### src/hdl/prsm_pkg.sv
// Package: constants and types for the page row-strobe manager
package prsm_pkg;
	localparam int NUM_BANKS = 4;
	localparam int ADDR_W = 23;
	localparam int ROW_W = 12;
	// Page column span: 1 KByte at 256K parts, 2 KByte at 1M parts
	localparam int PAGE_BITS_256K = 10;
	localparam int PAGE_BITS_1M = 11;
	// Bank select positions within the address
	localparam int BANK_LSB_256K = 10;
	localparam int BANK_LSB_1M = 11;
	// Timing
	localparam int CLOCK_MHZ = 125;
	localparam int TIMEOUT_US = 10;
	localparam int TIMEOUT_CYCLES = TIMEOUT_US * CLOCK_MHZ;
	localparam int PRECHARGE_NS = 80;
	localparam int PRECHARGE_CYCLES = (PRECHARGE_NS * CLOCK_MHZ + 999) / 1000;
	localparam int NEW_ROW_WAITS = 1;
	localparam logic [1:0] ZERO_WAIT = 2'h0;

	typedef enum logic [1:0] {
		SLOW_TWO_WAIT_MODE = 2'b00,
		SLOW_ONE_WAIT_MODE = 2'b01,
		FAST_SINGLE_PAGE_MODE = 2'b10,
		FAST_MULTI_PAGE_MODE = 2'b11
	} prsm_mode_t;

	typedef enum logic [1:0] {
		ST_IDLE = 2'b00,
		ST_WAIT = 2'b01,
		ST_DONE = 2'b10
	} prsm_state_t;
endpackage

### src/hdl/prsm_row_strobe.sv
// Row-strobe manager: page hit detection and per-bank strobe control
`timescale 1ns/1ps
`default_nettype none
module prsm_row_strobe
	import prsm_pkg::*;
#(
	parameter int TIMEOUT = TIMEOUT_CYCLES
) (
	// Clock and reset
	input wire logic clock,
	input wire logic rstn,
	// Configuration straps and speed select
	input wire logic fastMemoryStrap,
	input wire logic multiPageStrap,
	input wire logic dram1M,
	input wire logic [1:0] banksInstalled,
	input wire logic slowSelect,
	input wire logic holdAck,
	// Processor local bus
	input wire logic cycleStart,
	input wire logic localMem,
	input wire logic [ADDR_W:1] addr,
	input wire logic busIdle,
	input wire logic refreshStart,
	output logic ready,
	output logic pageHit,
	output logic bankHit,
	// DRAM side
	output logic [NUM_BANKS-1:0] rowStrobeN,
	output logic [1:0] accessBank,
	output logic [ROW_W-1:0] rowAddr,
	output logic newRow
);
	localparam int TW = $clog2(TIMEOUT + 1);
	localparam int WW = 4;
	localparam int TAGW = ADDR_W - PAGE_BITS_256K + 1;

	// ==================================================
	// Reset synchroniser
	logic rstSync1_reg, rstSync2_reg;
	always_ff @(posedge clock or negedge rstn) begin
		if (!rstn) begin
			rstSync1_reg <= 1'b0;
			rstSync2_reg <= 1'b0;
		end else begin
			rstSync1_reg <= 1'b1;
			rstSync2_reg <= rstSync1_reg;
		end
	end
	wire logic rst = !rstSync2_reg;

	// ==================================================
	// Mode and speed select
	wire prsm_mode_t mode = prsm_mode_t'({fastMemoryStrap, multiPageStrap});
	wire logic singlePage = (mode == FAST_SINGLE_PAGE_MODE);
	logic holdAckDly_reg, nonTurbo_reg;
	always_ff @(posedge clock or posedge rst) begin
		if (rst) begin
			holdAckDly_reg <= 1'b0;
			nonTurbo_reg <= 1'b0;
		end else begin
			holdAckDly_reg <= holdAck;
			if (holdAckDly_reg && !holdAck)
				nonTurbo_reg <= slowSelect;
		end
	end

	// ==================================================
	// Bank and row decode
	function automatic logic [1:0] bankOf(input logic [ADDR_W:1] a,
		input logic big, input logic [1:0] nb);
		logic [1:0] b;
		b = big ? a[BANK_LSB_1M +: 2] : a[BANK_LSB_256K +: 2];
		case (nb)
			2'd0: bankOf = 2'd0;
			2'd1: bankOf = {1'b0, b[0]};
			default: bankOf = b;
		endcase
	endfunction
	wire logic [1:0] bankSel = bankOf(addr, dram1M, banksInstalled);
	// Row bits sit above the page span
	wire logic [ROW_W-1:0] rowSel = dram1M ?
		ROW_W'(addr[ADDR_W:PAGE_BITS_1M + 2]) :
		ROW_W'(addr[ADDR_W:PAGE_BITS_256K + 2]);
	// Page tag keeps every bit above the page span, bank bits too, so
	// setups with fewer banks still split pages at the span
	wire logic [TAGW-1:0] pageTag = dram1M ?
		TAGW'(addr[ADDR_W:PAGE_BITS_1M]) : addr[ADDR_W:PAGE_BITS_256K];

	// ==================================================
	// Open page table and hit classification
	logic [TAGW-1:0] openRow_reg [NUM_BANKS];
	logic [NUM_BANKS-1:0] openValid_reg;
	logic [1:0] lastBank_reg;
	wire logic rowMatch = openValid_reg[bankSel] &&
		(openRow_reg[bankSel] == pageTag);
	wire logic isBankHit = (bankSel == lastBank_reg);
	// Single page: another bank's page never counts as open
	wire logic isPageHit = rowMatch && !nonTurbo_reg &&
		!(singlePage && !isBankHit);

	// Waits: page hit zero, new row at least one plus precharge
	wire logic [WW-1:0] missWaits = WW'(NEW_ROW_WAITS) +
		((openValid_reg[bankSel] && !rowMatch) ? WW'(PRECHARGE_CYCLES) :
		WW'(0));

	// ==================================================
	// Cycle sequencer
	prsm_state_t state_reg, state_next;
	logic [WW-1:0] waitCnt_reg;
	wire logic accessGo = cycleStart && localMem && (state_reg == ST_IDLE);
	wire logic cycleEnd = (state_reg == ST_DONE);
	always_comb begin
		state_next = state_reg;
		unique case (state_reg)
			ST_IDLE: if (accessGo)
				state_next = isPageHit ? ST_DONE : ST_WAIT;
			ST_WAIT: if (waitCnt_reg == WW'(1)) state_next = ST_DONE;
			ST_DONE: state_next = ST_IDLE;
			default: state_next = ST_IDLE;
		endcase
	end
	assign ready = cycleEnd;

	// ==================================================
	// Timeout timers
	logic [TW-1:0] timer_reg [NUM_BANKS];
	logic [NUM_BANKS-1:0] timedOut_reg;
	logic [NUM_BANKS-1:0] strobeOn_reg;

	wire logic releaseAll = (cycleStart && !localMem) || busIdle || holdAck ||
		(cycleEnd && nonTurbo_reg);

	always_ff @(posedge clock or posedge rst) begin
		if (rst) begin
			state_reg <= ST_IDLE;
			waitCnt_reg <= WW'(ZERO_WAIT);
			lastBank_reg <= 2'd0;
			pageHit <= 1'b0;
			bankHit <= 1'b0;
			accessBank <= 2'd0;
			rowAddr <= '0;
			newRow <= 1'b0;
		end else begin
			state_reg <= state_next;
			if (accessGo) begin
				waitCnt_reg <= missWaits;
				pageHit <= isPageHit;
				bankHit <= isBankHit;
				accessBank <= bankSel;
				rowAddr <= rowSel;
				newRow <= !isPageHit;
				lastBank_reg <= bankSel;
			end else if (state_reg == ST_WAIT) begin
				waitCnt_reg <= waitCnt_reg - WW'(1);
			end
		end
	end

	// Per bank strobe, open page and timer
	for (genvar b = 0; b < NUM_BANKS; b++) begin : gBank
		wire logic hitMe = accessGo && (bankSel == 2'(b));
		wire logic missMe = hitMe && !isPageHit;
		wire logic switchOff = accessGo && singlePage && !nonTurbo_reg &&
			(lastBank_reg == 2'(b)) && (bankSel != 2'(b));
		// A timed-out bank being taken holds its strobe to cycle end
		wire logic timeRelease = timedOut_reg[b] &&
			(cycleEnd || (state_reg == ST_IDLE && !hitMe));
		always_ff @(posedge clock or posedge rst) begin
			if (rst) begin
				strobeOn_reg[b] <= 1'b0;
				openValid_reg[b] <= 1'b0;
				openRow_reg[b] <= '0;
				timer_reg[b] <= '0;
				timedOut_reg[b] <= 1'b0;
			end else begin
				if (refreshStart) begin
					strobeOn_reg[b] <= 1'b1;
					openValid_reg[b] <= 1'b0;
				end else if (releaseAll || switchOff || timeRelease) begin
					strobeOn_reg[b] <= 1'b0;
					openValid_reg[b] <= 1'b0;
				end else if (hitMe) begin
					strobeOn_reg[b] <= 1'b1;
					openValid_reg[b] <= 1'b1;
					openRow_reg[b] <= pageTag;
				end
				if (!strobeOn_reg[b] || missMe) begin
					timer_reg[b] <= '0;
					timedOut_reg[b] <= 1'b0;
				end else if (timer_reg[b] >= TW'(TIMEOUT - 1)) begin
					timedOut_reg[b] <= 1'b1;
				end else begin
					timer_reg[b] <= timer_reg[b] + TW'(1);
				end
			end
		end
		// Page miss drops this bank's strobe during the precharge wait
		assign rowStrobeN[b] = !(strobeOn_reg[b] &&
			!(state_reg == ST_WAIT && accessBank == 2'(b) && newRow &&
			waitCnt_reg > WW'(NEW_ROW_WAITS)));
	end
endmodule // prsm_row_strobe
`default_nettype wire

### config.mk
export PLATFORM = sky130hd
export DESIGN_NAME = prsm_row_strobe
export DESIGN_NICKNAME = d
export VERILOG_FILES = /design/src/hdl/prsm_pkg.sv /design/src/hdl/prsm_row_strobe.sv
export SDC_FILE = /design/constraint.sdc
export NUM_CORES = 1
export LEC_CHECK = 0
export ABC_AREA = 1
export BUFFER_PORTS_ARGS = -buffer_cell sky130_fd_sc_hd__buf_2
export CAP_MARGIN = 10
export CELL_PAD_IN_SITES_DETAIL_PLACEMENT = 1
export CELL_PAD_IN_SITES_GLOBAL_PLACEMENT = 1
export CORE_MARGIN = 1.5
export CORE_UTILIZATION = 40
export CTS_CLUSTER_SIZE = 28
export DETAILED_ROUTE_END_ITERATION = 8
export PLACE_DENSITY_LB_ADDON = 0.1
export SKIP_CTS_REPAIR_TIMING = 1
export SYNTH_ARGS = -nofsm -noshare
export SYNTH_HDL_FRONTEND = slang
export SYNTH_SLANG_ARGS = --single-unit
### constraint.sdc
create_clock -name clock -period 8.1 [get_ports clock]
set_input_delay 0.405 -clock clock [delete_from_list [all_inputs] [get_ports clock]]
set_output_delay 0.405 -clock clock [all_outputs]
set_load 0.02 [all_outputs]
==> qor.yml <==
status: "complete, no violations"
drtIter0Drc: 352
power_per_cell_area_nw_per_um2: 264
synthArstFlopShare: 1.00
worst-r2r-setup-slack_ns: 5.26
tns_ns: 0
io_pins: 58
drive_gt1_frac: 0.140
yosys_warnings: 0
root_buffer: "clkbuf_16"
grt-ovfl-total: 0
die_area_um2: 19200
portBuffers: 48
p_leak_uw: 0.00407
rsz0062_at_grt: "false"
crit_fanout: 38
vdd_drop_max_uv: 180
avgSynthCellArea_um2: 7.85
pwr-share-comb: 0.236
crit_type: "in2reg"
cp_data_arrival_time_ns: 4.21
synth_seq_cells: 139
fillers: 2233
slew_viol_final: 0
grt_max_degree: 73
finalPower_uw: 2190
fp.coreArea_um2: 18000
use_met2: 0.333
synth_top_area_frac: 0.474
row_count: 49
synth-edff-count: 0
clockBufferDepth: 2
p_switching_uw: 727
cap_violations: 0
synth_top_family_by_area: "simple AND/OR/NAND/NOR gates"
n_antenna_cell: 0
synth_cell_type_count: 39
grt_pass1_wl_um: 31300
start_util: 0.409
viasPerCell: 4.98
synth-adder-area-share: 0.0170
dp_slack_ns: 3.65
syn_area_um2: 7340
wl_per_cell_um: 15.4
die_y_um: 138
synth.area.top_cells: "dfrtp_1 (47%), nand2_1 (14%), inv_1 (4.7%)"
vias: 6070
timing.fmax_mhz: 254
grt_use_met1: 0.279
final_core_util: 0.462
clock-sinks: 139
synth_area_leader_cell: "dfrtp_1"
synth.net_count: 981
hold_violations: 0
dpl.hpwl_um: 12800
worstSkewPairLatency_ns: 0.42
area_delta_synth_final_pct: 13.1
htreeDepth: 4
critPathRequiredTime_ns: 8.37
clk_pin_slew_ns: 0.06
worst_pin_slew_ns: 1.13
p_int_uw: 1460
clockPowerShare: 0.351
die_x_um: 138
dr.pass1.iters: 5
cts_tree: "yes"
setup_violations: 0
grt_pass1_vias: 6188
antenna_found_initial: 0
busiest_layer: "met2"
synth-simple-area-share: 0.308
layout.nets: 1025
use_met3: 0.0378
synthMuxAreaShare: 0
synth_xor_area_frac: 0.0334
drt-total-wl_um: 18800
skew_ns: 0.00867
max_slew_margin: 0.248
ys_seq_area_frac: 0.474
period_needed_ns: 3.94
syn_inst: 935
period_share: 0.486
synth_compound_area_frac: 0.0896
hold_path.class: "in2reg"
routabilityCongestion: 0.789
critPathCaptureType: "flop"
finalWorstSetupSlack_ns: 4.16
synth_commonest_cells: "nand2_1 (281), dfrtp_1 (139), inv_1 (92), nor2_1 (89), nand3_1 (63)"
synth_ff_type: "dfrtp_1"
drc: 0
grt_usage: 0.204
largest_reg_flops: 56
postRouteAntennaNets: 0
yosysMostFrequentCell: "nand2_1"
cp-start-kind: "primary input"
pwr-share-seq: 0.413
swShare: 0.332
cts_buffers: 17
-- placed cells by master (no fill, tap or decap), types with 3 or more instances in the layout --
cell type    n
nand2_1    281
dfrtp_1    138
inv_1       92
nor2_1      89
nand3_1     63
o21ai_0     48
buf_2       48
o21ai_1     27
xor2_1      25
a21oi_1     21
nand4_1     20
nor2_2      19
clkbuf_16   17
nor2_4      11
ha_1        10
nor3_1       7
inv_2        7
nand2_2      7
buf_4        6
o41ai_1      4
o31ai_1      4
clkbuf_1     4
a31oi_1      3
nor4_1       3
a31o_2       3
o21ai_2      3
or2_2        3
xnor2_1      3
clkinv_2     3
clkbuf_8     3
-- final cells by class --
class / instances / area [µm²] / share of cell area
Tap cell: 229 / 287 / 0.0345
Timing Repair Buffer: 55 / 295 / 0.0356
Inverter: 99 / 372 / 0.0448
Multi-Input combinational cell: 667 / 3290 / 0.397
Clock buffer: 24 / 482 / 0.0580
Clock inverter: 7 / 90.1 / 0.0109
Sequential cell: 139 / 3480 / 0.420
-- routing by layer --
layer,up-vias,share of wire
met5,-,0
li1,3063,-
met3,17,0.024
met2,55,0.46
met1,2935,0.51
met4,0,0.011
-- logic make-up (layout without fill, tap and decap cells) --
kind of cell    Yosys count  count (layout)
other cells               1               1
xor+xnor                 28              28
simple gates            510             510
fa+ha+maj                10              10
flops                   139             139
compound gates          118             118
buf+inv                 129             185
-- power groups by stage --
stage	clock network [µW]	logic [µW]	registers, µW
floorplan	0	326	948
global placement	0	508	912
detailed placement	0	523	915
CTS	787	526	904
global route	811	591	919
finish	768	517	903
-- worst paths after layout --
check | start | cells after the start | endpoint
hold reg to reg | rstSync1_reg | 0 | rstSync2_reg
hold / removal | holdAck | 1 | holdAckDly_reg
max in group asynchronous | rstSync2_reg | 1 | openRow_reg[47]
setup reg to reg | state_reg[1] | 12 | openRow_reg[43]
min in group asynchronous | rstn | 2 | rstSync2_reg
setup / recovery | banksInstalled[1] | 15 | openRow_reg[41]
-- per-stage QoR --
stage | cells | hold WS [ns] | instance area, µm²
2_1_floorplan | 935 | 0.109 | 7340
3_3_place_gp | 1188 | 0.192 | 7720
3_5_place_dp | 1188 | 0.195 | 7720
4_1_cts | 1219 | -0.253 | 8290
5_1_grt | 1220 | 0.108 | 8300
6_report | 1220 | 0.119 | 8300
-- worst max-delay path: stages --
cell     delay [ns]
buf_2          0.11
or2_1          0.85
nand2_2        0.79
inv_1          0.24
nand2_1        0.16
nor2_1         0.26
inv_1          0.10
nand3_1        0.08
nand3_1        0.10
nor2_1         0.09
inv_1          0.06
nor2_2         0.27
inv_1          0.42
nand2_1        0.16
o21ai_0        0.09
(Power assumes the default switching activity.)
